--- src/rtl/tam_pkg.sv ---
/*
 package for the cabinet temperature monitor: register map, field positions,
 reset values, temperature limits, timing constants and the menu states.
 assumes a 125 mhz clock and 32-bit axi4-lite access.
*/
package tam_pkg;
	// clock and the one-second tick
	localparam int CLK_HZ = 125_000_000;
	localparam int TICK_S = 1;
	localparam int SEC_CYCLES = CLK_HZ * TICK_S;
	localparam int SECONDS_PER_MIN = 60;

	// times in their own units
	localparam int MENU_TIMEOUT_S = 15;
	localparam int ALARM_DELAY_MIN = 45;
	localparam int SILENCE_SHORT_MIN = 5;
	localparam int SILENCE_LONG_MIN = 45;

	// tick counts for the second timers; menu limit is one more so idle time exceeds 15 s
	localparam int TIMER_W = 12;
	localparam logic [11:0] MENU_IDLE_TICKS = 12'((MENU_TIMEOUT_S + 1) / TICK_S);
	localparam logic [11:0] ALARM_DELAY_TICKS = 12'(ALARM_DELAY_MIN * SECONDS_PER_MIN / TICK_S);
	localparam logic [11:0] SILENCE_SHORT_TICKS = 12'(SILENCE_SHORT_MIN * SECONDS_PER_MIN / TICK_S);
	localparam logic [11:0] SILENCE_LONG_TICKS = 12'(SILENCE_LONG_MIN * SECONDS_PER_MIN / TICK_S);

	// temperatures are signed whole degrees
	typedef logic signed [9:0] tam_temp_t;
	localparam tam_temp_t TEMP_MIN = -10'sd40;
	localparam tam_temp_t TEMP_MAX = 10'sd199;
	localparam tam_temp_t CAL_MIN = -10'sd30;
	localparam tam_temp_t CAL_MAX = 10'sd30;

	// values after reset (plain defaults)
	localparam tam_temp_t UPPER_RST = 10'sd45;
	localparam tam_temp_t LOWER_RST = -10'sd10;
	localparam tam_temp_t CAL_RST = 10'sd0;
	localparam tam_temp_t TEMP_RST = 10'sd0;

	// press vector positions, shared by the buttons and the control register
	localparam int PRESS_SET = 0;
	localparam int PRESS_UP = 1;
	localparam int PRESS_DOWN = 2;
	localparam int PRESS_RESET = 3;

	// option switch positions
	localparam int SW_DELAY = 0;
	localparam int SW_MANUAL = 1;
	localparam int SW_SIL_LONG = 2;
	localparam int SW_SIL_SHORT = 3;

	// register byte offsets
	localparam int ADDR_W = 8;
	localparam logic [7:0] CTRL_OFF = 8'h00;
	localparam logic [7:0] STATUS_OFF = 8'h04;
	localparam logic [7:0] TEMP_OFF = 8'h08;
	localparam logic [7:0] UPPER_OFF = 8'h0c;
	localparam logic [7:0] LOWER_OFF = 8'h10;
	localparam logic [7:0] PEAK_OFF = 8'h14;
	localparam logic [7:0] MIN_OFF = 8'h18;
	localparam logic [7:0] CAL_OFF = 8'h1c;

	// status register fields
	localparam int ST_ALARM = 0;
	localparam int ST_AUDIBLE = 1;
	localparam int ST_SILENCED = 2;
	localparam int ST_OUT_RANGE = 3;
	localparam int ST_ITEM_LSB = 4;
	localparam int ST_MAINS_LOST = 7;
	localparam int ST_POWER_SHOW = 8;
	localparam int ST_BATTERY = 9;

	// axi responses
	localparam logic [1:0] RESP_OKAY = 2'h0;
	localparam logic [1:0] RESP_SLVERR = 2'h2;

	// display items, in set-press order
	typedef enum logic [2:0] {
		SHOW_TEMP,
		SHOW_UPPER,
		SHOW_LOWER,
		SHOW_PEAK,
		SHOW_MIN,
		SHOW_CAL,
		SHOW_CONFIRM
	} tam_menu_e;
endpackage

--- src/rtl/tam_monitor.sv ---
/*
 cabinet temperature monitor with alarm: menu, logs, calibration, alarm
 timing, relay and audible drive, and an axi4-lite register slave.
 assumes buttons, switches and the sensor word are synchronous to aclk.
*/
`timescale 1ns/1ns
`default_nettype none
module tam_monitor #(
	parameter int TICK_CYCLES = tam_pkg::SEC_CYCLES // cycles per one-second tick
) (
	input wire logic aclk, // system clock
	input wire logic aresetn, // synchronous reset, active low
	input wire logic [7:0] s_axi_awaddr, // write address
	input wire logic s_axi_awvalid, // write address valid
	output logic s_axi_awready, // write address ready
	input wire logic [31:0] s_axi_wdata, // write data
	input wire logic [3:0] s_axi_wstrb, // write byte enables
	input wire logic s_axi_wvalid, // write data valid
	output logic s_axi_wready, // write data ready
	output logic [1:0] s_axi_bresp, // write response
	output logic s_axi_bvalid, // write response valid
	input wire logic s_axi_bready, // write response ready
	input wire logic [7:0] s_axi_araddr, // read address
	input wire logic s_axi_arvalid, // read address valid
	output logic s_axi_arready, // read address ready
	output logic [31:0] s_axi_rdata, // read data
	output logic [1:0] s_axi_rresp, // read response
	output logic s_axi_rvalid, // read data valid
	input wire logic s_axi_rready, // read data ready
	input wire logic button_set, // set button, high while pressed
	input wire logic button_up, // up button
	input wire logic button_down, // down button
	input wire logic button_reset, // reset button
	input wire logic [3:0] option_sw, // option switches one to four, high is on
	input wire logic signed [9:0] sensor_temp, // sensed temperature, degrees
	input wire logic sensor_valid, // sensor word strobe
	input wire logic battery_low, // backup battery low or absent
	input wire logic mains_lost, // main power lost
	output logic signed [9:0] display_value, // value shown
	output logic [2:0] display_item, // item shown, menu order
	output logic display_blank, // display dark phase of a flash
	output logic display_on, // display powered on
	output logic battery_dots, // three bottom dots
	output logic relay_drive, // alarm relay
	output logic audible_drive // audible alarm drive
);
	typedef struct packed {
		logic [26:0] tick_cnt;
		logic tick;
		logic flash_phase;
		logic [3:0] btn_prev;
		logic [3:0] sw_press;
		tam_pkg::tam_menu_e menu;
		tam_pkg::tam_temp_t upper;
		tam_pkg::tam_temp_t lower;
		tam_pkg::tam_temp_t cal;
		tam_pkg::tam_temp_t ed_upper;
		tam_pkg::tam_temp_t ed_lower;
		tam_pkg::tam_temp_t ed_cal;
		tam_pkg::tam_temp_t temp;
		tam_pkg::tam_temp_t peak;
		tam_pkg::tam_temp_t minimum;
		logic alarm;
		logic silenced;
		logic power_show;
		tam_pkg::tam_temp_t display_value;
		logic display_blank;
		logic display_on;
		logic battery;
		logic relay;
		logic audible;
		logic aw_held;
		logic [7:0] awaddr_h;
		logic w_held;
		logic [31:0] wdata_h;
		logic [3:0] wstrb_h;
		logic bvalid;
		logic [1:0] bresp;
		logic rvalid;
		logic [31:0] rdata;
		logic [1:0] rresp;
	} tam_state_s;

	tam_state_s r;
	tam_state_s n;
	logic menu_idle_done;
	logic delay_done;
	logic silence_done;
	logic out_of_range;
	logic disabled;
	logic in_menu;

	// limit a wide sum to the displayable range
	function automatic tam_pkg::tam_temp_t clamp_temp(input logic signed [10:0] v);
		logic signed [10:0] lo;
		logic signed [10:0] hi;
		lo = 11'(tam_pkg::TEMP_MIN);
		hi = 11'(tam_pkg::TEMP_MAX);
		if (v > hi)
			clamp_temp = tam_pkg::TEMP_MAX;
		else if (v < lo)
			clamp_temp = tam_pkg::TEMP_MIN;
		else
			clamp_temp = v[9:0];
	endfunction

	// one step up or down, held inside lo..hi
	function automatic tam_pkg::tam_temp_t step_value(input tam_pkg::tam_temp_t v,
		input logic up, input logic down, input tam_pkg::tam_temp_t lo,
		input tam_pkg::tam_temp_t hi);
		step_value = v;
		if (up && v < hi)
			step_value = v + 10'sd1;
		else if (down && v > lo)
			step_value = v - 10'sd1;
	endfunction

	// sign-extend a temperature onto the data bus
	function automatic logic [31:0] sext32(input tam_pkg::tam_temp_t v);
		sext32 = {{22{v[9]}}, v};
	endfunction

	// word match on the register address
	function automatic logic addr_is(input logic [7:0] a, input logic [7:0] off);
		addr_is = (a[7:2] == off[7:2]);
	endfunction

	// alarm conditions from committed thresholds and switches
	assign out_of_range = (r.temp > r.upper) || (r.temp < r.lower);
	assign disabled = option_sw[tam_pkg::SW_SIL_LONG] && option_sw[tam_pkg::SW_SIL_SHORT];
	assign in_menu = (r.menu != tam_pkg::SHOW_TEMP) && (r.menu != tam_pkg::SHOW_CONFIRM);

	// menu inactivity timer, cleared while any panel button is held
	tam_sec_timer u_menu_timer (
		.clk(aclk),
		.rst_n(aresetn),
		.tick(r.tick),
		.run(in_menu && (r.btn_prev == 4'h0)),
		.limit(tam_pkg::MENU_IDLE_TICKS),
		.done(menu_idle_done)
	);

	// alarm delay timer runs while out of range with delay selected
	tam_sec_timer u_delay_timer (
		.clk(aclk),
		.rst_n(aresetn),
		.tick(r.tick),
		.run(out_of_range && !disabled && option_sw[tam_pkg::SW_DELAY]),
		.limit(tam_pkg::ALARM_DELAY_TICKS),
		.done(delay_done)
	);

	// audible silence timer, 5 or 45 minutes
	tam_sec_timer u_silence_timer (
		.clk(aclk),
		.rst_n(aresetn),
		.tick(r.tick),
		.run(r.alarm && !r.silenced && (option_sw[tam_pkg::SW_SIL_LONG]
			^ option_sw[tam_pkg::SW_SIL_SHORT])),
		.limit(option_sw[tam_pkg::SW_SIL_LONG] ? tam_pkg::SILENCE_LONG_TICKS
			: tam_pkg::SILENCE_SHORT_TICKS),
		.done(silence_done)
	);

	// next-state logic for the whole block
	always_comb
	begin
		logic [3:0] buttons;
		logic [3:0] press;
		logic signed [10:0] sum;
		tam_pkg::tam_temp_t sample;
		logic trigger;
		logic clear;
		logic aw_take;
		logic w_take;
		logic ar_take;
		logic [7:0] waddr;
		logic [31:0] wdata;
		logic [3:0] wstrb;
		buttons = {button_reset, button_down, button_up, button_set};
		press = (buttons & ~r.btn_prev) | r.sw_press;
		sum = 11'(sensor_temp) + 11'(r.cal);
		sample = clamp_temp(sum);
		trigger = 1'b0;
		clear = 1'b0;
		aw_take = s_axi_awvalid && s_axi_awready;
		w_take = s_axi_wvalid && s_axi_wready;
		ar_take = s_axi_arvalid && s_axi_arready;
		waddr = r.aw_held ? r.awaddr_h : s_axi_awaddr;
		wdata = r.w_held ? r.wdata_h : s_axi_wdata;
		wstrb = r.w_held ? r.wstrb_h : s_axi_wstrb;
		n = r;
		n.btn_prev = buttons;
		n.sw_press = 4'h0;

		// one-second tick and flash phase
		n.tick = 1'b0;
		if (r.tick_cnt == 27'(TICK_CYCLES - 1))
		begin
			n.tick_cnt = '0;
			n.tick = 1'b1;
			n.flash_phase = ~r.flash_phase;
		end
		else
			n.tick_cnt = r.tick_cnt + 27'h1;

		// calibrated temperature
		if (sensor_valid)
			n.temp = sample;

		// peak and minimum logs, reloaded from the present temperature on reset
		if (press[tam_pkg::PRESS_RESET])
		begin
			n.peak = r.temp;
			n.minimum = r.temp;
		end
		else if (sensor_valid)
		begin
			if (sample > r.peak)
				n.peak = sample;
			if (sample < r.minimum)
				n.minimum = sample;
		end

		// menu walk; edits stay in shadow copies until the sequence completes
		case (r.menu)
			tam_pkg::SHOW_TEMP:
				if (press[tam_pkg::PRESS_SET])
				begin
					n.menu = tam_pkg::SHOW_UPPER;
					n.ed_upper = r.upper;
					n.ed_lower = r.lower;
					n.ed_cal = r.cal;
				end
			tam_pkg::SHOW_UPPER:
			begin
				n.ed_upper = step_value(r.ed_upper, press[tam_pkg::PRESS_UP],
					press[tam_pkg::PRESS_DOWN], tam_pkg::TEMP_MIN, tam_pkg::TEMP_MAX);
				if (press[tam_pkg::PRESS_SET])
					n.menu = tam_pkg::SHOW_LOWER;
			end
			tam_pkg::SHOW_LOWER:
			begin
				n.ed_lower = step_value(r.ed_lower, press[tam_pkg::PRESS_UP],
					press[tam_pkg::PRESS_DOWN], tam_pkg::TEMP_MIN, tam_pkg::TEMP_MAX);
				if (press[tam_pkg::PRESS_SET])
					n.menu = tam_pkg::SHOW_PEAK;
			end
			tam_pkg::SHOW_PEAK:
				if (press[tam_pkg::PRESS_SET])
					n.menu = tam_pkg::SHOW_MIN;
			tam_pkg::SHOW_MIN:
				if (press[tam_pkg::PRESS_SET])
					n.menu = tam_pkg::SHOW_CAL;
			tam_pkg::SHOW_CAL:
			begin
				n.ed_cal = step_value(r.ed_cal, press[tam_pkg::PRESS_UP],
					press[tam_pkg::PRESS_DOWN], tam_pkg::CAL_MIN, tam_pkg::CAL_MAX);
				if (press[tam_pkg::PRESS_SET])
				begin
					n.menu = tam_pkg::SHOW_CONFIRM;
					n.upper = r.ed_upper;
					n.lower = r.ed_lower;
					n.cal = r.ed_cal;
				end
			end
			tam_pkg::SHOW_CONFIRM:
				if (r.tick)
					n.menu = tam_pkg::SHOW_TEMP;
			default:
				n.menu = tam_pkg::SHOW_TEMP;
		endcase

		// idle timeout leaves the menu; shadows are simply never committed
		if (in_menu && menu_idle_done && (press == 4'h0))
			n.menu = tam_pkg::SHOW_TEMP;

		// alarm latch: a trigger wins over a clear in the same cycle
		trigger = out_of_range && !disabled
			&& (!option_sw[tam_pkg::SW_DELAY] || delay_done);
		if (disabled)
			clear = 1'b1;
		else if (!option_sw[tam_pkg::SW_MANUAL])
			clear = !out_of_range;
		else
			clear = press[tam_pkg::PRESS_RESET];
		if (trigger)
			n.alarm = 1'b1;
		else if (clear)
			n.alarm = 1'b0;

		// audible silencing by reset press or silence timer
		if (r.alarm && press[tam_pkg::PRESS_RESET])
			n.silenced = 1'b1;
		else if (silence_done)
			n.silenced = 1'b1;
		else if (!r.alarm)
			n.silenced = 1'b0;

		// power-out display latch
		if (!mains_lost)
			n.power_show = 1'b0;
		else if (press[tam_pkg::PRESS_RESET])
			n.power_show = 1'b1;

		// registered panel outputs
		case (r.menu)
			tam_pkg::SHOW_UPPER: n.display_value = r.ed_upper;
			tam_pkg::SHOW_LOWER: n.display_value = r.ed_lower;
			tam_pkg::SHOW_PEAK: n.display_value = r.peak;
			tam_pkg::SHOW_MIN: n.display_value = r.minimum;
			tam_pkg::SHOW_CAL: n.display_value = r.ed_cal;
			default: n.display_value = r.temp;
		endcase
		n.display_blank = (r.menu == tam_pkg::SHOW_CONFIRM)
			|| (r.alarm && !disabled && r.flash_phase);
		n.display_on = !mains_lost || r.power_show;
		n.battery = battery_low;
		n.relay = r.alarm && !disabled;
		n.audible = (r.alarm && !r.silenced && !disabled) || r.power_show;

		// axi write: address and data taken in either order
		if (r.bvalid && s_axi_bready)
			n.bvalid = 1'b0;
		if (aw_take)
		begin
			n.aw_held = 1'b1;
			n.awaddr_h = s_axi_awaddr;
		end
		if (w_take)
		begin
			n.w_held = 1'b1;
			n.wdata_h = s_axi_wdata;
			n.wstrb_h = s_axi_wstrb;
		end
		if ((r.aw_held || aw_take) && (r.w_held || w_take))
		begin
			n.aw_held = 1'b0;
			n.w_held = 1'b0;
			n.bvalid = 1'b1;
			n.bresp = tam_pkg::RESP_SLVERR;
			if (addr_is(waddr, tam_pkg::CTRL_OFF))
			begin
				n.bresp = tam_pkg::RESP_OKAY;
				if (wstrb[0])
					n.sw_press = wdata[3:0];
			end
		end

		// axi read: one word, answered on the next cycle
		if (r.rvalid && s_axi_rready)
			n.rvalid = 1'b0;
		if (ar_take)
		begin
			n.rvalid = 1'b1;
			n.rresp = tam_pkg::RESP_OKAY;
			n.rdata = 32'h0;
			if (addr_is(s_axi_araddr, tam_pkg::STATUS_OFF))
			begin
				n.rdata[tam_pkg::ST_ALARM] = r.alarm;
				n.rdata[tam_pkg::ST_AUDIBLE] = r.audible;
				n.rdata[tam_pkg::ST_SILENCED] = r.silenced;
				n.rdata[tam_pkg::ST_OUT_RANGE] = out_of_range;
				n.rdata[tam_pkg::ST_ITEM_LSB +: 3] = r.menu;
				n.rdata[tam_pkg::ST_MAINS_LOST] = mains_lost;
				n.rdata[tam_pkg::ST_POWER_SHOW] = r.power_show;
				n.rdata[tam_pkg::ST_BATTERY] = r.battery;
			end
			else if (addr_is(s_axi_araddr, tam_pkg::TEMP_OFF))
				n.rdata = sext32(r.temp);
			else if (addr_is(s_axi_araddr, tam_pkg::UPPER_OFF))
				n.rdata = sext32(r.upper);
			else if (addr_is(s_axi_araddr, tam_pkg::LOWER_OFF))
				n.rdata = sext32(r.lower);
			else if (addr_is(s_axi_araddr, tam_pkg::PEAK_OFF))
				n.rdata = sext32(r.peak);
			else if (addr_is(s_axi_araddr, tam_pkg::MIN_OFF))
				n.rdata = sext32(r.minimum);
			else if (addr_is(s_axi_araddr, tam_pkg::CAL_OFF))
				n.rdata = sext32(r.cal);
			else if (!addr_is(s_axi_araddr, tam_pkg::CTRL_OFF))
				n.rresp = tam_pkg::RESP_SLVERR;
		end
	end

	// state register with synchronous reset
	always_ff @(posedge aclk)
	begin
		if (!aresetn)
		begin
			r <= '0;
			r.upper <= tam_pkg::UPPER_RST;
			r.lower <= tam_pkg::LOWER_RST;
			r.cal <= tam_pkg::CAL_RST;
			r.temp <= tam_pkg::TEMP_RST;
			r.peak <= tam_pkg::TEMP_RST;
			r.minimum <= tam_pkg::TEMP_RST;
			r.display_value <= tam_pkg::TEMP_RST;
			r.display_on <= 1'b1;
		end
		else
			r <= n;
	end

	// bus handshakes and panel outputs
	assign s_axi_awready = !r.aw_held && !r.bvalid;
	assign s_axi_wready = !r.w_held && !r.bvalid;
	assign s_axi_bvalid = r.bvalid;
	assign s_axi_bresp = r.bresp;
	assign s_axi_arready = !r.rvalid;
	assign s_axi_rvalid = r.rvalid;
	assign s_axi_rdata = r.rdata;
	assign s_axi_rresp = r.rresp;
	assign display_value = r.display_value;
	assign display_item = r.menu;
	assign display_blank = r.display_blank;
	assign display_on = r.display_on;
	assign battery_dots = r.battery;
	assign relay_drive = r.relay;
	assign audible_drive = r.audible;
endmodule
`default_nettype wire

--- src/rtl/tam_sec_timer.sv ---
/*
 second-tick timer: counts one-second ticks while run is high and raises
 done once limit ticks have passed. assumes tick is a one-cycle pulse.
*/
`timescale 1ns/1ns
`default_nettype none
module tam_sec_timer (
	input wire logic clk, // system clock
	input wire logic rst_n, // synchronous reset, active low
	input wire logic tick, // one-second pulse
	input wire logic run, // count while high, clear while low
	input wire logic [11:0] limit, // ticks until done
	output logic done // level, high once limit reached
);
	typedef struct packed {
		logic [11:0] count;
		logic done;
	} tam_timer_s;

	tam_timer_s r;
	tam_timer_s n;

	// count ticks and hold at the limit
	always_comb
	begin
		n = r;
		if (!run)
		begin
			n.count = '0;
			n.done = 1'b0;
		end
		else
		begin
			if (tick && r.count != limit)
				n.count = r.count + 12'h1;
			n.done = (n.count == limit);
		end
	end

	// state register
	always_ff @(posedge clk)
	begin
		if (!rst_n)
			r <= '0;
		else
			r <= n;
	end

	assign done = r.done;
endmodule
`default_nettype wire

--- config.mk ---
export PLATFORM = sky130hd
export DESIGN_NAME = tam_monitor
export DESIGN_NICKNAME = d
export VERILOG_FILES = /design/src/rtl/tam_pkg.sv /design/src/rtl/tam_monitor.sv /design/src/rtl/tam_sec_timer.sv
export SDC_FILE = /design/constraint.sdc
export NUM_CORES = 1
export LEC_CHECK = 0
export ABC_CLOCK_PERIOD_IN_PS = 5500
export BUFFER_PORTS_ARGS = -buffer_cell sky130_fd_sc_hd__buf_2
export CAP_MARGIN = 25
export CELL_PAD_IN_SITES_DETAIL_PLACEMENT = 1
export CELL_PAD_IN_SITES_GLOBAL_PLACEMENT = 1
export CORE_ASPECT_RATIO = 0.8
export CORE_MARGIN = 2
export CORE_UTILIZATION = 45
export DETAILED_ROUTE_END_ITERATION = 8
export GPL_TIMING_DRIVEN = 0
export HOLD_SLACK_MARGIN = 0.02
export PLACE_DENSITY = 0.86
export SLEW_MARGIN = 40
export SYNTH_ARGS = -nofsm -noshare
export SYNTH_HDL_FRONTEND = slang
export SYNTH_SLANG_ARGS = --single-unit
--- constraint.sdc ---
create_clock -name aclk -period 5.5 [get_ports aclk]
set_input_delay 0.55 -clock aclk [delete_from_list [all_inputs] [get_ports aclk]]
set_output_delay 0.55 -clock aclk [all_outputs]
set_load 0.1 [all_outputs]
After elaboration in Yosys (flattened, before gate mapping). Index checks and enable logic that the tools add are counted.

Latch bits: 0. Memories kept: 0. Bits in writable memories: 0. Word-level logic and storage cells: 242. Memory bits (read-only): 0. Register bits after elaboration: 240.

Mux-type cells: 64. Shift operators: 0. Add/sub/neg operators: 11. Multiply operators: 0. Div/mod/pow operators: 0. Eq/ne operators: 32. Reduce and logical (&&, ||, !) cells: 77. Bitwise gates (word level): 6. $lt $le $gt $ge: 12.

Operator list (count): 32-bit two-way mux (6); 10-bit two-way mux (11); 12-bit two-way mux (7); 10-bit one-hot mux with 2 select lines (3); 10-bit one-hot mux with 5 select lines (1); 20-bit two-way mux (2); 12-bit by 1-bit adder with 12-bit output (second input constant) (3); 35-bit two-way mux (1); 33-bit two-way mux (1); 1-bit logical AND (31); 10-bit by 2-bit adder with 10-bit output (second input constant) (3); 30-bit two-way mux (1); 10-bit by 2-bit subtractor with 10-bit output (second input constant) (3); 27-bit by 1-bit adder with 27-bit output (second input constant) (1); 27-bit equality test (second input constant) (1); 6-bit by 3-bit equality test with 1-bit output (second input constant) (4); 22-bit two-way mux (1); 3-bit two-way mux (7); 3-bit one-hot mux with 7 select lines (1); 10-bit greater-than comparator (2); 10-bit by 7-bit greater-than comparator with 1-bit output (second input constant) (2); 10-bit less-than comparator (2); 10-bit by 9-bit less-than comparator with 1-bit output (second input constant) (2); 2-bit two-way mux (10); 39 further kinds (96).

Logic depth before layout (Yosys ltp).
Depth after elaboration: 10. Gate-level depth with buffers: 22. Depth with buffers taken out: 21.

Modules after synthesis. From an unflattened synthesis, not the netlist that was laid out.

Cell total of the unflattened synthesis: 1708. Area, all modules: 14141.1 sq um.

Modules (own cells, without submodules): tam_monitor (sequential area each 3523.4 sq um, area each 11021.8 sq um, cells an instance 1349, times used 1); tam_sec_timer (u_delay_timer ...) (sequential area each 260.2 sq um, area each 1032.2 sq um, cells an instance 119, times used 2); tam_sec_timer (u_silence_timer) (sequential area each 260.2 sq um, area each 1054.8 sq um, cells an instance 121, times used 1).

Worst setup path before layout. OpenSTA, ideal clock, no wires.

Kind: input port to flip-flop. Start point: input port sensor_temp[0]. End point: register r[112] (netlist bit). Setup slack: 1120 ps. Cell stages on the path: 21. Arrival time: 4308 ps. Cell sequence: ha_1 inv_1 fa_1 nand2b_1 a211o_1 a21oi_1 a21oi_1 or4_1 o22ai_1 nand2b_1 nor2_1 inv_1 ha_1 and4_1 nand3_1 o21bai_1 a21oi_1 a211oi_1 o22ai_1 buf_4 mux2i_1.

Word-level cells in the longest chain between the ends: 7. Elaborated cells between the ends (all ways): 11.

RTL lines: start: declaration (RTL line tam_monitor.sv:35) `input wire logic signed [9:0] sensor_temp,`; 10-bit by 10-bit adder with 11-bit output (*) (RTL line tam_monitor.sv:182) `sum = 11'(sensor_temp) + 11'(r.cal);`; 11-bit by 7-bit less-than comparator with 1-bit output (RTL line tam_monitor.sv:101) `else if (v < lo)`; 10-bit two-way mux (RTL line tam_monitor.sv:101); 10-bit two-way mux (*) (RTL line tam_monitor.sv:99) `if (v > hi)`; 10-bit greater-than comparator / 10-bit two-way mux (equally long branches) (RTL line tam_monitor.sv:219) `if (sample > r.peak)`; 2-bit nonzero test (no source line) / 20-bit two-way mux (equally long branches); 2-bit AND reduction (no source line) / 20-bit two-way mux (equally long branches); end signal: assignment (RTL line tam_monitor.sv:402) `r <= n;`; end: declaration (RTL line tam_monitor.sv:84) `tam_state_s r;`.

Every way passes the cells marked *; elsewhere a longest branch is shown, timed or not. The select of a mux whose other input is x is not followed. A chain may end at the register's enable or synchronous reset.

Worst setup path after layout.
Start point: register r[162] (netlist bit). End point: register r[120] (netlist bit).

Word-level cells in the longest chain between the ends: 7. Elaborated cells between the ends (all ways): 11.

RTL lines (RTL line): 10-bit by 10-bit adder with 11-bit output (*) (tam_monitor.sv:182); 11-bit by 7-bit less-than comparator with 1-bit output (tam_monitor.sv:101); 10-bit two-way mux (tam_monitor.sv:101); 10-bit two-way mux (*) (tam_monitor.sv:99); 10-bit greater-than comparator / 10-bit two-way mux (equally long branches) (tam_monitor.sv:219); 2-bit nonzero test (no source line) / 20-bit two-way mux (equally long branches); 2-bit AND reduction (no source line) / 20-bit two-way mux (equally long branches).

Marks and branches as above.

==> metrics.cfg <==
[cells_and_area]
utilization = 0.520
diodes = 0
synthToLayoutAreaGrowth_pct = 14.0
layout.nets = 1870
drive_above_1_share = 0.136

[pwr]
sw_frac_of_total = 0.337
switching_power_uw = 1480
max-vdd-ir-drop_v = 0.000258
p_total_uw = 4390
p_seq_frac = 0.402
clkPwrFrac = 0.378
p_int_uw = 2910
pwr_density_cell_mw_per_mm2 = 299
cellLeakagePower_uw = 0.00605
combPwrFrac = 0.221

[grt]
grt_use_total = 0.298
overflow = 0
antenna_found_initial = 1
grt_max_degree = 24
first_global_vias = 12700
grt_pass1_wl_um = 70000

[setup_path]
crit_path_frequent_cell = a21oi_1
arrival_ns = 5.65
cp_slowest_cell = or4_1
cp-start-kind = register
slowest_delay_ns = 0.57
cp_max_fo = 10
worst-endpoint-required_ns = 5.96
crit_path_end_kind = register
path_cells = ha_1, inv_1, fa_1, nand2b_1, a211o_1, a21oi_1, a21oi_1, or4_1, o22ai_2, nand2b_1, nor2_1, inv_1, ha_1, and4_1, nand3_1, o21bai_1, a21oi_1, a211oi_1, o22ai_1, buf_4, mux2i_1
path_class = reg2reg

[clocking]
cts_max_path_buffers = 3
cts-hold-fix-buffers = 0
cts.clk_slew.worst_paths_ns = 0.06
clk_latency_ns = 0.54
cts_sinks = 215
cts-root-buf = clkbuf_16
cts_tree = yes
htree_levels = 1
cts_made_buffers = 25

[detailed_routing]
drt_first_pass_iters = 5
via_per_inst = 5.95
drc_errors = 0
routed_wl_um = 45200
drt-initial-drc-count = 1168
wire_per_inst_um = 21.6
vias = 12500
antenna_left = 0

[synth]
synth-seq-cells = 215
synth.distinct_cells = 72
postSynthAreaPerCell_um2 = 8.16
synthCells = 1579
yosysSeqAreaShare = 0.334
synth_commonest_cells = 218 x nor2_1, 215 x dfxtp_1, 151 x nand2_1
synthFlopType = dfxtp_1
yosys.area.top_type = dfxtp_1
synth.top_cell.area_share = 0.334
async_flop_share = 0
synthTopCellsByArea = dfxtp_1 33%, ha_1 7.7%, nor2_1 6.4%
synth_most_common_cell = nor2_1
yosysWarnings = 0
synth_area_mm2 = 0.0129
synth_enable_flop_cells = 0

[sta]
relSlewSlack = 0.429
drv_slew = 0
fmax_mhz = 193
tightest_slew_ns = 0.856
rsz0062_at_grt = false
hold_violations = 0
tns_ns = 0
finalCritPeriodShare = 0.944
fin_crit_ns = 5.19
final-setup-viol-count = 0
layout_setup_ws_ns = 0.306
skew_ns = 0.0228

[placement]
portBuffers = 100
pre_cts_ws_ns = 0.0667
gp_congestion = 0.974
dp_hpwl_um = 34100

[die]
die_area_mm2 = 0.0300
dieWidth_um = 193
initial_core_util = 0.456
die_h_um = 155
row_count = 55
core_mm2 = 0.0282
io_pins = 139

[outcome]
status = complete, no violations

[run]
cap_violations = 0

[worst_hold_path]
hold_class = in2reg

## power by group through the flow
stage                     combinational [uW]  sequential [uW]  clock [uW]
final                                    971             1760        1660
after global routing                    1050             1770        1720
after CTS                                961             1750        1670
after detailed placement                 948             1790           0
after global placement                   900             1780           0
after floorplan                          712             1750           0
## stage by stage
| step | hold slack [ns] | instance area [um^2] | cells |
|---|---|---|---|
| 2_1_floorplan | 0.411 | 12900 | 1580 |
| 3_3_place_gp | 0.415 | 13800 | 2050 |
| 3_5_place_dp | 0.430 | 13900 | 2050 |
| 4_1_cts | 0.192 | 14700 | 2096 |
| 5_1_grt | 0.218 | 14700 | 2096 |
| 6_report | 0.194 | 14700 | 2096 |
## per-layer routing
layer / global-route usage / wire [um] / vias to the layer above / part of all wire
met3: 0.0541 / 3940 / 95 / 0.087
li1: - / - / 5752 / -
met2: 0.482 / 20000 / 524 / 0.44
met5: 0 / 14 / - / 0.00031
met1: 0.402 / 19900 / 6089 / 0.44
met4: 0.0981 / 1350 / 2 / 0.030
## layout by cell type (no fill, tap or decap), drive strengths merged, types with 6 or more instances in the layout
| cell type | count |
|---|---|
| a211oi | 30 |
| a21o | 22 |
| a21oi | 109 |
| a221oi | 17 |
| a22oi | 8 |
| a31oi | 14 |
| and2 | 11 |
| and3 | 17 |
| buf | 159 |
| clkbuf | 100 |
| clkinv | 6 |
| dfxtp | 215 |
| ha | 79 |
| inv | 81 |
| mux2 | 6 |
| mux2i | 56 |
| mux4 | 10 |
| nand2 | 151 |
| nand2b | 14 |
| nand3 | 39 |
| nand4 | 15 |
| nor2 | 218 |
| nor2b | 12 |
| nor3 | 30 |
| nor4 | 11 |
| o211ai | 21 |
| o21a | 10 |
| o21ai | 57 |
| o21bai | 16 |
| o31ai | 10 |
| or3 | 6 |
| xnor2 | 42 |
| xor2 | 50 |
## final timing paths
kind,from,to,slack (ns),cells after the start
setup / recovery,r[162]$_SDFFE_PN0P_,r[120]$_SDFFE_PN0P_,0.31,21
hold / removal,s_axi_rready,s_axi_rvalid$_SDFFE_PN0P_,0.19,2
setup reg to reg,r[162]$_SDFFE_PN0P_,r[120]$_SDFFE_PN0P_,0.31,21
hold reg to reg,u_silence_timer.done$_SDFF_PN0_,r[100]$_SDFFE_PN0P_,0.44,2
## layout make-up
type / count / area, um^2
fill: 3452 / 13500
sequential: 215 / 4300
timing repair buffer: 100 / 500
clock buffer: 33 / 666
buffer: 126 / 677
clock inverter: 13 / 136
inverter: 80 / 300
tap: 370 / 463
multi-input combinational: 1159 / 7640
## state kept, by name, summed over array words and instances, names as in the netlist
signal / count
u_menu_timer.r: 12
s_axi_bvalid: 1
s_axi_rresp: 1
display_on: 1
audible_drive: 1
u_silence_timer.done: 1
s_axi_rvalid: 1
display_value: 10
s_axi_rdata: 11
display_item: 3
display_blank: 1
s_axi_bresp: 1
u_silence_timer.r: 12
r: 143
u_delay_timer.done: 1
relay_drive: 1
u_menu_timer.done: 1
battery_dots: 1
u_delay_timer.r: 12
## worst max-delay path: cells and delay by family (launching register included)
kind / cells / cell delay, ns
simple gates: 6 / 1.44
fa+ha+maj: 3 / 0.89
flops: 1 / 0.46
mux: 1 / 0.25
compound gates: 8 / 1.61
buf+inv: 3 / 0.46
## kinds of logic (layout without fill, tap and decap cells)
group | after synthesis | count (layout) | synth area share
flip-flops | 215 | 215 | 0.334
multiplexers | 72 | 72 | 0.0663
adder cells (fa/ha/maj) | 84 | 84 | 0.0837
XOR/XNOR | 92 | 92 | 0.0626
AND/OR/NAND/NOR | 554 | 554 | 0.197
AO/OA/AOI/OAI | 355 | 355 | 0.181
other | 1 | 2 | 0.000291
buffers and inverters | 206 | 352 | 0.0757
## repair_timing
action | CTS | global route
setup buffers | 0 | 0
resized for setup | 0 | 3
endpoints found under the setup margin | 0 | 11
Power figures use the tool's default switching activity.
